$ cat src/rcp_pkg.sv
// Package with register map, field positions, reset values and timing.
package rcp_pkg;
    // Special function register addresses.
    localparam logic [7:0] ADDR_X_LOW = 8'h9A;
    localparam logic [7:0] ADDR_X_HIGH = 8'h9B;
    localparam logic [7:0] ADDR_Y_LOW = 8'h9C;
    localparam logic [7:0] ADDR_Y_HIGH = 8'h9D;
    localparam logic [7:0] ADDR_Z_LOW = 8'h9E;
    localparam logic [7:0] ADDR_Z_HIGH = 8'h9F;
    localparam logic [7:0] ADDR_STATUS = 8'hA0;
    localparam logic [7:0] ADDR_CONTROL = 8'hA1;
    // Reset values.
    localparam logic [7:0] RESET_CONTROL = 8'h62;
    localparam logic [7:0] RESET_STATUS = 8'h00;
    localparam logic [7:0] RESET_POWER = 8'h00;
    // Control register fields.
    localparam int CON_START = 0;
    localparam int CON_FUNC_LO = 1;
    localparam int CON_ROTATE = 3;
    localparam int CON_START_METHOD = 4;
    localparam int CON_X_UNSIGNED = 5;
    localparam int CON_PRESCALE_LO = 6;
    // Status register fields.
    localparam int STA_BUSY = 0;
    localparam int STA_ERROR = 1;
    localparam int STA_END = 2;
    localparam int STA_INT_ENABLE = 3;
    localparam int STA_READ_MAP = 4;
    localparam int STA_KEEP_X = 5;
    localparam int STA_KEEP_Y = 6;
    localparam int STA_KEEP_Z = 7;
    // Power control field.
    localparam int PWR_DISABLE = 6;
    localparam logic [7:0] PWR_WRITE_MASK = 8'h7F;
    // Function select codes.
    localparam logic [1:0] FUNC_LINEAR = 2'h0;
    localparam logic [1:0] FUNC_CIRCULAR = 2'h1;
    localparam logic [1:0] FUNC_RESERVED = 2'h2;
    localparam logic [1:0] FUNC_HYPERBOLIC = 2'h3;
    localparam logic [1:0] PRESCALE_RESERVED = 2'h3;
    // Timing: a calculation runs this many clock cycles; the end flag follows a cycle later.
    localparam int CALC_CYCLES = 41;
    localparam int Z_WIDTH = 20;
    localparam int Z_DROP = 4;

    // One special function register access.
    typedef struct packed {
        logic write;
        logic read;
        logic [7:0] addr;
        logic [7:0] wdata;
    } rcp_access_type;

    // Result of the iteration engine at the end of a calculation.
    typedef struct packed {
        logic [15:0] x;
        logic [15:0] y;
        logic [19:0] z;
        logic overflow;
    } rcp_result_type;
endpackage : rcp_pkg

$ cat src/rcp_shadow_word.sv
`timescale 1ns/100ps
// One 16-bit shadow register written a byte at a time.
module rcp_shadow_word (
    // Clock and reset.
    input wire logic i_clk,
    input wire logic i_nrst,
    // Byte writes.
    input wire logic i_write_low,
    input wire logic i_write_high,
    input wire logic [7:0] i_wdata,
    // Stored value.
    output logic [15:0] o_value
);
    always_ff @(posedge i_clk or negedge i_nrst) begin
        if (!i_nrst) begin
            o_value <= 16'h0000;
        end else begin
            if (i_write_low) begin
                o_value[7:0] <= i_wdata;
            end
            if (i_write_high) begin
                o_value[15:8] <= i_wdata;
            end
        end
    end
endmodule : rcp_shadow_word

$ cat src/rcp_calc_timer.sv
`timescale 1ns/100ps
// Counts the cycles of one calculation and flags its end.
module rcp_calc_timer #(
    parameter int CYCLES = rcp_pkg::CALC_CYCLES
) (
    // Clock and reset.
    input wire logic i_clk,
    input wire logic i_nrst,
    // Start of a calculation.
    input wire logic i_start,
    // Running level and one-cycle end pulse.
    output logic o_running,
    output logic o_done
);
    localparam logic [7:0] LAST = 8'(CYCLES - 1);
    logic [7:0] count;
    wire at_last = o_running && (count == LAST);

    always_ff @(posedge i_clk or negedge i_nrst) begin
        if (!i_nrst) begin
            count <= 8'h00;
            o_running <= 1'b0;
            o_done <= 1'b0;
        end else begin
            o_done <= at_last;
            if (i_start && !o_running) begin
                o_running <= 1'b1;
                count <= 8'h00;
            end else if (at_last) begin
                o_running <= 1'b0;
            end else if (o_running) begin
                count <= count + 8'h01;
            end
        end
    end
endmodule : rcp_calc_timer

$ cat src/rcp_top.sv
`timescale 1ns/100ps
// Register interface of the rotation coprocessor.
// How it works
// - Control writes ignored while busy.
// - Explicit start trigger, cleared when calculation begins.
// - Trigger and control bits share one write.
// - Bits 2:1 select linear, circular, hyperbolic.
// - Bit 3 selects vectoring or rotation.
// - Bit 4 selects auto or explicit start.
// - Bit 5 stored only; X reads the same either way.
// - Prescaler divides X, Y; code 11 kept.
// - Busy rises two cycles after trigger.
// - Error set on overflow, cleared by read/start.
// - End flag set at finish, cleared by software/Z low result read.
// - Status bit 3 enables interrupt request.
// - Status bit 4 selects result or shadow reads.
// - Keep bits block shadow load at start.
// - Shadow registers keep last written value.
// - Byte writes update one shadow byte anytime.
// - Status register allows single-bit read-modify-write.
// - Power bit 6 requests disable; bit 7 zero.
// - Calculation runs 41 cycles; end flag one cycle later.
// - Z kernel 20 bits; bus drops four LSBs.
module rcp_top #(
    parameter int CALC_CYCLES = rcp_pkg::CALC_CYCLES
) (
    // Clock and reset.
    input wire logic I_CLOCK,
    input wire logic I_NRST,
    // Special function register bus.
    input wire logic I_SFR_WRITE,
    input wire logic I_SFR_READ,
    input wire logic [7:0] I_SFR_ADDR,
    input wire logic [7:0] I_SFR_WDATA,
    output logic [7:0] O_SFR_RDATA,
    // Power control register access, decoded by the system.
    input wire logic I_POWER_WRITE,
    input wire logic [7:0] I_POWER_WDATA,
    output logic [7:0] O_POWER_RDATA,
    // Iteration engine results.
    input wire rcp_pkg::rcp_result_type I_RESULT,
    // Engine set-up and status outputs.
    output logic O_START,
    output logic [1:0] O_FUNCTION,
    output logic O_ROTATE,
    output logic [1:0] O_PRESCALE,
    output logic [15:0] O_INIT_X,
    output logic [15:0] O_INIT_Y,
    output logic [15:0] O_INIT_Z,
    output logic [2:0] O_LOAD_MASK,
    output logic O_DISABLE_REQUEST,
    output logic O_IRQ
);
    rcp_pkg::rcp_access_type acc;
    logic [7:0] control;
    logic [7:0] status;
    logic [7:0] power;
    logic [15:0] shadow_x;
    logic [15:0] shadow_y;
    logic [15:0] shadow_z;
    logic [15:0] kernel_x;
    logic [15:0] kernel_y;
    logic [19:0] kernel_z;
    logic start_pending;
    logic running;
    logic done;
    logic done_q;
    logic overflow_q;
    logic end_prev;

    assign acc = '{write: I_SFR_WRITE, read: I_SFR_READ,
                   addr: I_SFR_ADDR, wdata: I_SFR_WDATA};

    // Address decode.
    wire wr_xl = acc.write && acc.addr == rcp_pkg::ADDR_X_LOW;
    wire wr_xh = acc.write && acc.addr == rcp_pkg::ADDR_X_HIGH;
    wire wr_yl = acc.write && acc.addr == rcp_pkg::ADDR_Y_LOW;
    wire wr_yh = acc.write && acc.addr == rcp_pkg::ADDR_Y_HIGH;
    wire wr_zl = acc.write && acc.addr == rcp_pkg::ADDR_Z_LOW;
    wire wr_zh = acc.write && acc.addr == rcp_pkg::ADDR_Z_HIGH;
    wire wr_status = acc.write && acc.addr == rcp_pkg::ADDR_STATUS;
    wire wr_control = acc.write && acc.addr == rcp_pkg::ADDR_CONTROL;
    wire rd_status = acc.read && acc.addr == rcp_pkg::ADDR_STATUS;
    wire rd_zl = acc.read && acc.addr == rcp_pkg::ADDR_Z_LOW;

    wire busy = status[rcp_pkg::STA_BUSY];
    wire read_map = status[rcp_pkg::STA_READ_MAP];
    wire explicit_mode = control[rcp_pkg::CON_START_METHOD];

    // A control write lands only while idle.
    wire control_take = wr_control && !busy;

    // Prescaler code 11 keeps the previous setting.
    wire [1:0] wr_prescale = acc.wdata[rcp_pkg::CON_PRESCALE_LO +: 2];
    wire [1:0] next_prescale = (wr_prescale == rcp_pkg::PRESCALE_RESERVED)
        ? control[rcp_pkg::CON_PRESCALE_LO +: 2] : wr_prescale;

    // Auto start on X low write, or explicit trigger set in one write.
    wire auto_start = wr_xl && !explicit_mode && !busy;
    wire trig_start = control[rcp_pkg::CON_START] && explicit_mode
        && !busy && !start_pending;
    wire begin_calc = auto_start || trig_start;

    // Control register.
    always_ff @(posedge I_CLOCK or negedge I_NRST) begin
        if (!I_NRST) begin
            control <= rcp_pkg::RESET_CONTROL;
        end else if (control_take) begin
            control <= {next_prescale, acc.wdata[5:0]};
        end else if (start_pending) begin
            control[rcp_pkg::CON_START] <= 1'b0;
        end
    end

    // Start request to busy, one cycle later.
    always_ff @(posedge I_CLOCK or negedge I_NRST) begin
        if (!I_NRST) begin
            start_pending <= 1'b0;
        end else begin
            start_pending <= begin_calc;
        end
    end

    rcp_calc_timer #(
        .CYCLES(CALC_CYCLES)
    ) u_timer (
        .i_clk(I_CLOCK),
        .i_nrst(I_NRST),
        .i_start(start_pending),
        .o_running(running),
        .o_done(done)
    );

    // Status register; hardware sets win over software clears.
    wire [7:0] sw_status = {acc.wdata[7:3], acc.wdata[rcp_pkg::STA_END],
                            2'b00};
    wire next_end = done || (status[rcp_pkg::STA_END]
        && !(rd_zl && !read_map)
        && !(wr_status && !acc.wdata[rcp_pkg::STA_END]));
    wire next_error = done_q ? overflow_q
        : (status[rcp_pkg::STA_ERROR] && !rd_status
           && !start_pending);

    always_ff @(posedge I_CLOCK or negedge I_NRST) begin
        if (!I_NRST) begin
            status <= rcp_pkg::RESET_STATUS;
            done_q <= 1'b0;
            overflow_q <= 1'b0;
        end else begin
            done_q <= done;
            overflow_q <= I_RESULT.overflow;
            if (wr_status) begin
                status[7:3] <= sw_status[7:3];
            end
            status[rcp_pkg::STA_BUSY] <= start_pending || running
                && !done;
            status[rcp_pkg::STA_ERROR] <= next_error;
            status[rcp_pkg::STA_END] <= next_end;
        end
    end

    // Shadow registers keep the last software write.
    rcp_shadow_word u_shadow_x (
        .i_clk(I_CLOCK), .i_nrst(I_NRST), .i_write_low(wr_xl),
        .i_write_high(wr_xh), .i_wdata(acc.wdata), .o_value(shadow_x)
    );
    rcp_shadow_word u_shadow_y (
        .i_clk(I_CLOCK), .i_nrst(I_NRST), .i_write_low(wr_yl),
        .i_write_high(wr_yh), .i_wdata(acc.wdata), .o_value(shadow_y)
    );
    rcp_shadow_word u_shadow_z (
        .i_clk(I_CLOCK), .i_nrst(I_NRST), .i_write_low(wr_zl),
        .i_write_high(wr_zh), .i_wdata(acc.wdata), .o_value(shadow_z)
    );

    // Kernel registers: loaded at start unless kept, updated at the end.
    wire [2:0] load_mask = ~status[7:5];
    always_ff @(posedge I_CLOCK or negedge I_NRST) begin
        if (!I_NRST) begin
            kernel_x <= 16'h0000;
            kernel_y <= 16'h0000;
            kernel_z <= 20'h00000;
        end else if (done) begin
            kernel_x <= I_RESULT.x;
            kernel_y <= I_RESULT.y;
            kernel_z <= I_RESULT.z;
        end else if (start_pending) begin
            if (load_mask[0]) begin
                kernel_x <= shadow_x;
            end
            if (load_mask[1]) begin
                kernel_y <= shadow_y;
            end
            if (load_mask[2]) begin
                kernel_z <= {shadow_z, 4'h0};
            end
        end
    end

    // No output carries the X format bit to the engine; the view passes kernel bits as is.
    wire circ_vec = control[2:1] == rcp_pkg::FUNC_CIRCULAR
        && !control[rcp_pkg::CON_ROTATE];
    wire x_unsigned = circ_vec && control[rcp_pkg::CON_X_UNSIGNED];
    wire [15:0] x_view = x_unsigned ? kernel_x
        : kernel_x;
    wire [15:0] z_view = kernel_z[rcp_pkg::Z_WIDTH-1:rcp_pkg::Z_DROP];

    // Read mux selected by the read map bit.
    wire [15:0] rx = read_map ? shadow_x : x_view;
    wire [15:0] ry = read_map ? shadow_y : kernel_y;
    wire [15:0] rz = read_map ? shadow_z : z_view;
    logic [7:0] rmux;
    always_comb begin
        case (acc.addr)
            rcp_pkg::ADDR_X_LOW: rmux = rx[7:0];
            rcp_pkg::ADDR_X_HIGH: rmux = rx[15:8];
            rcp_pkg::ADDR_Y_LOW: rmux = ry[7:0];
            rcp_pkg::ADDR_Y_HIGH: rmux = ry[15:8];
            rcp_pkg::ADDR_Z_LOW: rmux = rz[7:0];
            rcp_pkg::ADDR_Z_HIGH: rmux = rz[15:8];
            rcp_pkg::ADDR_STATUS: rmux = status;
            rcp_pkg::ADDR_CONTROL: rmux = control;
            default: rmux = 8'h00;
        endcase
    end

    // Power control register; bit 7 stays zero.
    always_ff @(posedge I_CLOCK or negedge I_NRST) begin
        if (!I_NRST) begin
            power <= rcp_pkg::RESET_POWER;
        end else if (I_POWER_WRITE) begin
            power <= I_POWER_WDATA & rcp_pkg::PWR_WRITE_MASK;
        end
    end

    // Registered outputs.
    wire end_rise = status[rcp_pkg::STA_END] && !end_prev;
    always_ff @(posedge I_CLOCK or negedge I_NRST) begin
        if (!I_NRST) begin
            O_SFR_RDATA <= 8'h00;
            O_POWER_RDATA <= 8'h00;
            O_START <= 1'b0;
            O_FUNCTION <= rcp_pkg::FUNC_CIRCULAR;
            O_ROTATE <= 1'b0;
            O_PRESCALE <= 2'h1;
            O_INIT_X <= 16'h0000;
            O_INIT_Y <= 16'h0000;
            O_INIT_Z <= 16'h0000;
            O_LOAD_MASK <= 3'h7;
            O_DISABLE_REQUEST <= 1'b0;
            O_IRQ <= 1'b0;
            end_prev <= 1'b0;
        end else begin
            O_SFR_RDATA <= acc.read ? rmux : 8'h00;
            O_POWER_RDATA <= power;
            O_START <= start_pending;
            O_FUNCTION <= control[2:1];
            O_ROTATE <= control[rcp_pkg::CON_ROTATE];
            O_PRESCALE <= control[rcp_pkg::CON_PRESCALE_LO +: 2];
            O_INIT_X <= shadow_x;
            O_INIT_Y <= shadow_y;
            O_INIT_Z <= shadow_z;
            O_LOAD_MASK <= load_mask;
            O_DISABLE_REQUEST <= power[rcp_pkg::PWR_DISABLE];
            end_prev <= status[rcp_pkg::STA_END];
            O_IRQ <= end_rise
                && status[rcp_pkg::STA_INT_ENABLE];
        end
    end
endmodule : rcp_top

$ cat config.mk
export PLATFORM = sky130hd
export DESIGN_NAME = rcp_top
export DESIGN_NICKNAME = d
export VERILOG_FILES = /design/src/rcp_pkg.sv /design/src/rcp_shadow_word.sv /design/src/rcp_calc_timer.sv /design/src/rcp_top.sv
export SDC_FILE = /design/constraint.sdc
export NUM_CORES = 1
export LEC_CHECK = 0
export BUFFER_PORTS_ARGS = -buffer_cell sky130_fd_sc_hd__buf_2
export CAP_MARGIN = 20
export CORE_AREA = 2 2 109 190
export CTS_BUF_LIST = sky130_fd_sc_hd__clkbuf_2 sky130_fd_sc_hd__clkbuf_4 sky130_fd_sc_hd__clkbuf_8
export CTS_CLUSTER_DIAMETER = 50
export DETAILED_ROUTE_END_ITERATION = 16
export DIE_AREA = 0 0 111 192
export PLACE_DENSITY = 0.66
export SLEW_MARGIN = 0
export SYNTH_ARGS = -nofsm -noshare
export SYNTH_HDL_FRONTEND = slang
export SYNTH_HIERARCHICAL = 1
export SYNTH_SLANG_ARGS = --single-unit
$ cat constraint.sdc
create_clock -name I_CLOCK -period 3.1 [get_ports I_CLOCK]
set_input_delay 0.465 -clock I_CLOCK [delete_from_list [all_inputs] [get_ports I_CLOCK]]
set_output_delay 0.465 -clock I_CLOCK [all_outputs]
set_load 0.01 [all_outputs]
==> Yosys cells after proc, flatten, opt, wreduce, memory -nomap -nowiden <==
Index checks and enable logic that the tools add are counted.
{ "totals": {"ff_bits": 211, "in_bits": 82, "output_inout_bits": 75} }
{ "op_classes": {"n_addsub": 1, "n_eq_ne": 11, "n_mux": 22, "bitwise_logic": 2, "reduce_logical": 53} }
{ "op_table": {"columns": ["operator", "n"], "rows": [
  ["$mux W16", 9],
  ["$eq A8 B8 Y1 const B", 8],
  ["$pmux W8 S8", 1],
  ["$mux W20", 3],
  ["$mux W8", 4],
  ["$logic_and A1 B1 Y1", 27],
  ["$reduce_bool A2 Y1", 7],
  ["$logic_not A1 Y1", 11],
  ["$reduce_and A2 Y1", 5],
  ["$add A8 B1 Y8 const B", 1],
  ["$eq A8 B6 Y1 const B", 1],
  ["$mux W1", 5],
  ["$logic_or A1 B1 Y1", 3],
  ["$not A3 Y3", 1],
  ["$eq A2 B2 Y1 const B", 1],
  ["$ne A2 B2 Y1 const B", 1],
  ["$not A1 Y1", 1]
]} }

==> Longest topological paths before layout <==
Gate-level depths: netlist (run 1).
{ "depth": {"depth_word": 7, "ltp_mapped": 7, "depth_no_buf": 5} }

==> By module <==
The synthesis (run 1) kept the hierarchy.
{ "by_module_without_submodules": {"columns": ["module", "instances", "cells_each", "area_each_um2"], "rows": [
  ["rcp_top", 1, 504, 6221.0],
  ["rcp_shadow_word", 3, 34, 663.1],
  ["rcp_calc_timer", 1, 55, 550.5]
]} }

==> Least setup slack after synthesis (run 1) <==
No wires, ideal clock.
{ "synth_timing": {"path_kind": "input port to flip-flop", "start": "in I_SFR_ADDR[5]", "end": "reg u_shadow_z.o_value[10]", "arrival_ps": 1753, "t_required_ps": 2975, "slack_ps": 1222, "stages": 7, "path_buffers": 2, "cell_sequence": "nand3b_4 -> nor2_1 -> clkbuf_1 -> nand3_1 -> nor2_1 -> buf_6 -> mux2_4"} }
{ "synth_via": {"elab_chain_len": 2} }
{ "synth_lines": {"columns": ["item", "line", "source"], "rows": [
  ["from (decl)", "rcp_top.sv:33", "input wire logic [7:0] I_SFR_ADDR,"],
  ["$eq A8 B8 Y1", "rcp_top.sv:80", "wire wr_zh = acc.write && acc.addr == rcp_pkg::ADDR_Z_HIGH;"],
  ["$logic_and A1 B1 Y1", "rcp_top.sv:80", null],
  ["via wr_zh", "rcp_top.sv:80", null],
  ["to (signal assigned)", "rcp_shadow_word.sv:22", "o_value[15:8] <= i_wdata;"],
  ["to (decl)", "rcp_shadow_word.sv:12", "output logic [15:0] o_value"]
]} }
The timed path passes the listed nets, and every way through them passes these cells.
A chain may end at the register's enable or synchronous reset.

==> Worst setup path after layout (run 1) <==
{ "layout_timing": {"start": "reg status[4]", "end": "reg O_SFR_RDATA[3]"} }
{ "layout_via": {"elab_chain_len": 3, "word_cells_on_any_way": 5} }
{ "layout_lines": {"columns": ["item", "line", "source"], "rows": [
  ["from (decl)", "rcp_top.sv:56", "logic [7:0] status;"],
  ["from (signal assigned)", "rcp_top.sv:146", "status <= rcp_pkg::RESET_STATUS;"],
  ["from (signal assigned)", "rcp_top.sv:153", "status[7:3] <= sw_status[7:3];"],
  ["from (signal, indexed assignment)", "rcp_top.sv:155", "status[rcp_pkg::STA_BUSY] <= start_pending || running"],
  ["$mux W16, on equally long branches", "rcp_top.sv:211, rcp_top.sv:209, rcp_top.sv:210", null],
  ["$pmux W8 S8 (*)", "rcp_top.sv:214", "case (acc.addr)"],
  ["$mux W8 (*)", "rcp_top.sv:254", "O_SFR_RDATA <= acc.read ? rmux : 8'h00;"],
  ["to (signal assigned)", "rcp_top.sv:254", null],
  ["to (decl)", "rcp_top.sv:35", "output logic [7:0] O_SFR_RDATA,"]
]} }
Every way passes the cells marked *; elsewhere a longest branch is shown, timed or not.

==> impl_metrics.py, run 1 <==
metrics = {
    "detailed_routing": {
        "drt_iter0_markers": 302,
        "drc_errors": 0,
        "routedWlPerCell_microns": 20.6,
        "antenna_left": 0,
        "wirelength_mm": 22.4,
        "vias_per_cell": 5.31,
        "drt_pass1_iterations": 4,
        "vias": 5764,
    },
    "global_route": {
        "grt_pass1_wl_mm": 34.9,
        "grt_util_met3": 0.0360,
        "gr-usage-met1": 0.255,
        "antenna_found_initial": 1,
        "grt_max_degree": 86,
        "grt_pass1_vias": 6103,
        "grt-ovfl-total": 0,
        "busiest_layer": "met2",
        "grt.met2_usage": 0.366,
        "track_usage": 0.212,
    },
    "yosys": {
        "yosysTopAreaCell": "dfrtp_1",
        "synth.avg_cell_area_sq_um": 13.3,
        "synth_top_cells_by_count": "dfrtp_1, mux2i_1, nand2_1",
        "synth_ff_type": "dfrtp_1",
        "synth_top_cell_area_share": 0.566,
        "synth_top_family_by_area": "multiplexers",
        "synthAdderAreaFrac": 0.00286,
        "synth_compound_area_frac": 0.0730,
        "synth-seq-cells": 206,
        "syn_inst": 661,
        "yosysMostFrequentCell": "dfrtp_1",
        "synth-edff-count": 0,
        "yosysSeqAreaShare": 0.590,
        "synthTopCellsByArea": "dfrtp_1, mux2i_1, mux2_4",
        "synthMuxAreaShare": 0.222,
        "syn_area_sq_um": 8760,
        "ys_async_sr_fraction": 1.00,
        "ys_types": 58,
        "synthXorXnorAreaFrac": 0.00200,
        "synth_nets": 745,
        "synthSimpleGateAreaFrac": 0.0774,
        "ys_warn_count": 6,
    },
    "sta": {
        "fmax_mhz": 451,
        "setup_viol": 0,
        "rsz0062_at_grt": "false",
        "post-route-period-util": 0.715,
        "worst_slack_ns": 0.885,
        "relSlewSlack": 0.337,
        "skew_ns": 0.0205,
        "tightest_slew_ns": 0.995,
        "setup_tns_ns": 0,
        "fin_crit_ns": 2.22,
        "finalMaxSlewViolations": 0,
        "worst_hold_slack_ns": 0.128,
        "finalHoldViolCount": 0,
    },
    "die": {
        "initial_utilization": 0.446,
        "die_area_sq_um": 21300,
        "die_w_microns": 111,
        "io_pins": 157,
        "num_rows": 68,
        "core_area_sq_um": 19700,
        "die_y_microns": 192,
    },
    "power_and_ir_drop": {
        "pwr-share-clk": 0.389,
        "powerDensity_nw_per_um2": 528,
        "vdd_drop_max_v": 0.000295,
        "switching_share": 0.242,
        "comb_power_share": 0.079,
        "leakagePower_nw": 4.75,
        "p_sw_mw": 1.32,
        "power_frac_seq": 0.532,
        "intPower_mw": 4.14,
    },
    "finish": {
        "nNetsFinal": 905,
        "regArea_sq_um": 5170,
        "drive_gt1_frac": 0.377,
        "nFillCells": 1785,
        "fin_util": 0.527,
        "multi_input_area_sq_um": 3320,
        "synthToLayoutAreaGrowth_pct": 18.2,
    },
    "clock_network": {
        "clockRootBuffer": "clkbuf_8",
        "cts_made_buffers": 29,
        "cts_tree": "done",
        "clockBufferDepth": 3,
        "insertion_delay_ns": 0.55,
        "postCtsSetupBuffers": 0,
        "htree_levels": 1,
        "cts_num_sinks": 206,
        "clk_pin_slew_worst_paths_ns": 0.07,
    },
    "setup_path": {
        "crit_path_start_kind": "flop",
        "worstPathArrival_ns": 2.61,
        "crit_fanout": 32,
        "end_kind": "flop",
        "path_class": "flop to flop",
        "worst-endpoint-required_ns": 3.50,
    },
    "run_status": {
        "outcome": "completed",
    },
    "hold_path": {
        "min_path_type": "primary input to flop",
    },
    "placement": {
        "portBuffers": 150,
        "place_congestion": 0.812,
        "dp_hpwl_mm": 15.6,
        "detailedPlace.worstSlack_ns": 0.841,
    },
    "run": {
        "max_cap_violations": 0,
    },
}
## registers in the layout, summed over array words and instances, names as in the netlist, 16 cells and up
signal / count
u_shadow_y/o_value: 16
kernel_z: 16
O_INIT_Y: 16
u_shadow_x/o_value: 16
O_INIT_Z: 16
O_INIT_X: 16
u_shadow_z/o_value: 16
kernel_y: 16
kernel_x: 16
## worst paths after layout
check	startpoint	end	slack (ns)	cells past startpoint
max	status[4]	O_SFR_RDATA[3]	0.88	3
min	I_RESULT[31]	kernel_y[10]	0.13	3
max reg2reg	status[4]	O_SFR_RDATA[3]	0.88	3
min reg2reg	power[0]	O_POWER_RDATA[0]	0.37	0
max in group asynchronous	I_NRST	u_shadow_z/o_value[0]	1.64	3
min in group asynchronous	I_NRST	O_START	0.52	2
## layout make-up
type / instances / area share
Clock buffer: 42 / 0.0528
Tap cell: 245 / 0.0296
Clock inverter: 7 / 0.00399
Multi-Input combinational cell: 406 / 0.320
Inverter: 8 / 0.00290
Timing Repair Buffer: 170 / 0.0908
Antenna cell: 1 / 0.000242
Sequential cell: 206 / 0.499
## routing by layer
layer | vias to the layer above | routed length (microns)
li1 | 2662 | -
met5 | - | 0
met1 | 2869 | 8710
met3 | 49 | 1130
met2 | 184 | 11500
met4 | 0 | 1040
## worst max-delay path, cell delays in order (launching register included)
cell     delay (ns)
dfrtp_2        1.02
mux4_2         0.65
a32oi_1        0.23
a31oi_1        0.14
## what timing repair did
action | in CTS | in global routing
endpoints found under the setup margin | 0 | 0
hold buffers | 2 | 0
endpoints found under the hold margin | 31 | 0
gates resized for setup | 0 | 0
## per-stage QoR
stage	cell area, sq um	std cells	total power, mW
2_1_floorplan	8760	661	3.14
3_3_place_gp	9740	1033	3.38
3_5_place_dp	9740	1033	3.39
4_1_cts	10300	1084	5.53
5_1_grt	10400	1085	5.69
6_report	10400	1085	5.47
## cell families (layout without fill, tap and decap cells)
family	Yosys count	count (layout)
multiplexers	159	159
other	1	2
adder cells (fa/ha/maj)	2	2
XOR/XNOR	2	2
flip-flops	206	206
AND/OR/NAND/NOR	132	132
AO/OA/AOI/OAI	110	110
buffers and inverters	49	227
## cells in the final DEF, fill, tap and decap left out, types with 3 or more instances in the layout
master and count:
dfrtp_1 196, buf_2 149, mux2i_1 83, nand2_1 65, o21ai_0 63, mux2_4 48
clkbuf_8 38, nor2_1 21, mux2_2 21, buf_4 16, o22ai_1 13, a21oi_1 9
dfstp_2 8, inv_1 8, mux4_2 7, nand3_1 6, nor2b_1 5, clkinv_2 5
clkbuf_4 5, a22oi_1 4, nand3b_1 3, nor3_1 3, a31oi_1 3, o31ai_1 3
nor2b_2 3
## power by group through the flow
stage | Sequential, mW | Combinational (mW) | Clock [mW]
after floorplan | 2.94 | 0.203 | 0
after global placement | 2.95 | 0.429 | 0
after detailed placement | 2.96 | 0.436 | 0
after CTS | 2.91 | 0.439 | 2.19
after global routing | 2.92 | 0.475 | 2.30
final | 2.91 | 0.431 | 2.13
Note: power is estimated with default switching activity, not from simulation.
==> run 2, diff against run 1 <==
--- a/config.mk
+++ b/config.mk
@@ -12,7 +12,7 @@
 export CTS_CLUSTER_DIAMETER = 50
 export DETAILED_ROUTE_END_ITERATION = 16
 export DIE_AREA = 0 0 111 192
-export PLACE_DENSITY = 0.66
+export PLACE_DENSITY = 0.68
 export SLEW_MARGIN = 0
 export SYNTH_ARGS = -nofsm -noshare
 export SYNTH_HDL_FRONTEND = slang
==> constraint.sdc (replaced) <==
create_clock -name I_CLOCK -period 2 [get_ports I_CLOCK]
set_input_delay 0.3 -clock I_CLOCK [delete_from_list [all_inputs] [get_ports I_CLOCK]]
set_output_delay 0.3 -clock I_CLOCK [all_outputs]
set_load 0.01 [all_outputs]
==> run 2 against run 1 <==
Net effect: worst setup slack worse by 0.60 ns; combinational power is 86% higher; critical path depth is 2 higher; utilization is 3.8 points higher; worst hold slack worse by 0.089 ns; critical path type unchanged; largest power group unchanged.
==> impl_metrics.py, run 2 (synthesized netlist as in run 1, its figures left out) <==
metrics = {
    "sta": {
        "fin_crit_ns": 1.71,
        "setup_viol": 0,
        "finalMaxSlewViolations": 0,
        "finalHoldViolCount": 0,
        "tightest_slew_ns": 0.502,
        "fmax_mhz": 583,
        "relSlewSlack": 0.664,
        "setup_tns_ns": 0,
        "rsz0062_at_grt": "false",
        "skew_ns": 0.0241,
        "post-route-period-util": 0.857,
    },
    "power_and_ir_drop": {
        "powerDensity_nw_per_um2": 776,
        "vdd_drop_max_v": 0.000496,
        "leakagePower_nw": 5.10,
        "power_mw": 8.62,
    },
    "setup_path": {
        "rrSetupSlack_ns": 0.29,
        "path_cells": "buf_4, mux2i_1, o22ai_1, o21ai_0, a21oi_1",
        "path_class": "flop to flop",
        "crit_start": "status[4]",
        "worst-endpoint-required_ns": 2.42,
        "crit_end": "O_SFR_RDATA[1]",
        "slowest_delay_ns": 0.47,
        "slowest_stage": "dfrtp_2",
        "worstPathArrival_ns": 2.13,
        "crit_path_start_kind": "flop",
        "end_kind": "flop",
        "reg2reg_to": "O_SFR_RDATA[1]",
        "reg2regPathDepth": 5,
        "crit_fanout": 13,
        "r2r-start": "status[4]",
    },
    "die": {
        "die_y_microns": 192,
        "num_rows": 68,
        "core_area_sq_um": 19700,
        "die_area_sq_um": 21300,
        "die_w_microns": 111,
        "io_pins": 157,
        "initial_utilization": 0.446,
    },
    "finish": {
        "nNetsFinal": 981,
        "fin_cells": 1163,
        "synthToLayoutAreaGrowth_pct": 26.7,
        "nFillCells": 1654,
        "drive_gt1_frac": 0.371,
        "mostFrequentLayoutCells": "dfrtp_1, buf_2, mux2i_1",
        "antenna_cells": 0,
        "layout_commonest_cell": "dfrtp_1",
    },
    "global_route": {
        "grt_pass1_vias": 6246,
        "antenna_found_initial": 2,
        "track_usage": 0.218,
        "grt_pass1_wl_mm": 35.6,
        "grt-ovfl-total": 0,
        "grt_max_degree": 59,
    },
    "run_status": {
        "outcome": "completed",
    },
    "clock_network": {
        "cts_tree": "done",
        "cts_num_sinks": 206,
        "postCtsSetupBuffers": 0,
        "insertion_delay_ns": 0.56,
        "clockRootBuffer": "clkbuf_8",
        "cts_made_buffers": 29,
        "clk_pin_slew_worst_paths_ns": 0.07,
        "htree_levels": 1,
        "clockBufferDepth": 3,
    },
    "placement": {
        "place_congestion": 0.881,
        "dp_hpwl_mm": 16.2,
        "dp_cells": 1055,
        "portBuffers": 150,
    },
    "detailed_routing": {
        "drt_pass1_iterations": 4,
        "drt_iter0_markers": 269,
        "antenna_left": 0,
        "vias": 6101,
        "drc_errors": 0,
        "vias_per_cell": 5.25,
        "wirelength_mm": 23.4,
        "routedWlPerCell_microns": 20.1,
    },
    "hold_path": {
        "min_path_type": "primary input to flop",
    },
    "run": {
        "max_cap_violations": 0,
    },
}
run 2: changes by cell type in the layout (fill, tap and decap cells not counted):
cell | previous run | this run
clkinv_4 | 1 | 0
buf_12 | 2 | 5
clkinv_2 | 5 | 4
clkbuf_8 | 38 | 35
dlygate4sd3_1 | 2 | 56
buf_4 | 16 | 35
diode_2 | 1 | 0
clkbuf_4 | 5 | 13
run 2: report_power, final:
group	switching [mW]	total, mW	leakage (nW)	internal [mW]
combinational	0.400	0.802	2.12	0.402
sequential	0.132	4.50	2.66	4.37
clock	1.53	3.32	0.320	1.78
total	2.07	8.62	5.10	6.55
run 2: critical path, delay by kind of cell (launching register included):
family | cells | cell delay [ns]
muxes | 1 | 0.31
buffers and inverters | 1 | 0.29
DFF | 1 | 0.47
AOI/OAI and AO/OA | 3 | 0.50
run 2: metrics by stage:
step / instance area [sq um] / utilization / worst slack, ns / hold WS, ns
after global placement: 9940 / 0.506 / 0.142 / 0.292
after floorplan: 8760 / - / 0.287 / 0.00441
after CTS: 11100 / 0.565 / 0.315 / 0.0131
after detailed placement: 9940 / 0.506 / 0.122 / 0.290
final: 11100 / 0.565 / 0.285 / 0.0397
after global routing: 11100 / 0.565 / 0.205 / 0.0539
run 2: cell type report:
class / count / area, sq um / share of cell area
Multi-Input combinational cell: 406 / 3320 / 0.299
Clock buffer: 47 / 566 / 0.0510
Sequential cell: 206 / 5170 / 0.466
Tap cell: 245 / 307 / 0.0276
Inverter: 8 / 30.0 / 0.00271
Timing Repair Buffer: 246 / 1680 / 0.152
Clock inverter: 5 / 27.5 / 0.00248
run 2: worst min-delay path by stage:
| stage | startpoint | to | slack [ns] | cells past startpoint |
|---|---|---|---|---|
| floorplan | I_NRST | O_FUNCTION[1] | 0.004 | 0 |
| global placement | I_NRST | u_shadow_z/o_value[14] | 0.29 | 1 |
| detailed placement | I_NRST | u_shadow_x/o_value[12] | 0.29 | 1 |
| CTS | I_RESULT[41] | kernel_x[4] | 0.01 | 3 |
| global route | I_RESULT[41] | kernel_x[4] | 0.05 | 3 |
| finish | I_RESULT[41] | kernel_x[4] | 0.04 | 3 |
run 2: routing by layer:
layer	global-route usage	vias up	share of wire
li1	-	2823	-
met1	0.253	3029	0.39
met2	0.396	192	0.53
met3	0.0328	55	0.047
met4	0.0990	2	0.040
met5	0	-	0.00056
run 2: timing repair:
item / 4_1_cts / 5_1_grt
endpoints found under the hold margin: 95 / 0
gates resized for setup: 0 / 0
hold buffers: 56 / 0
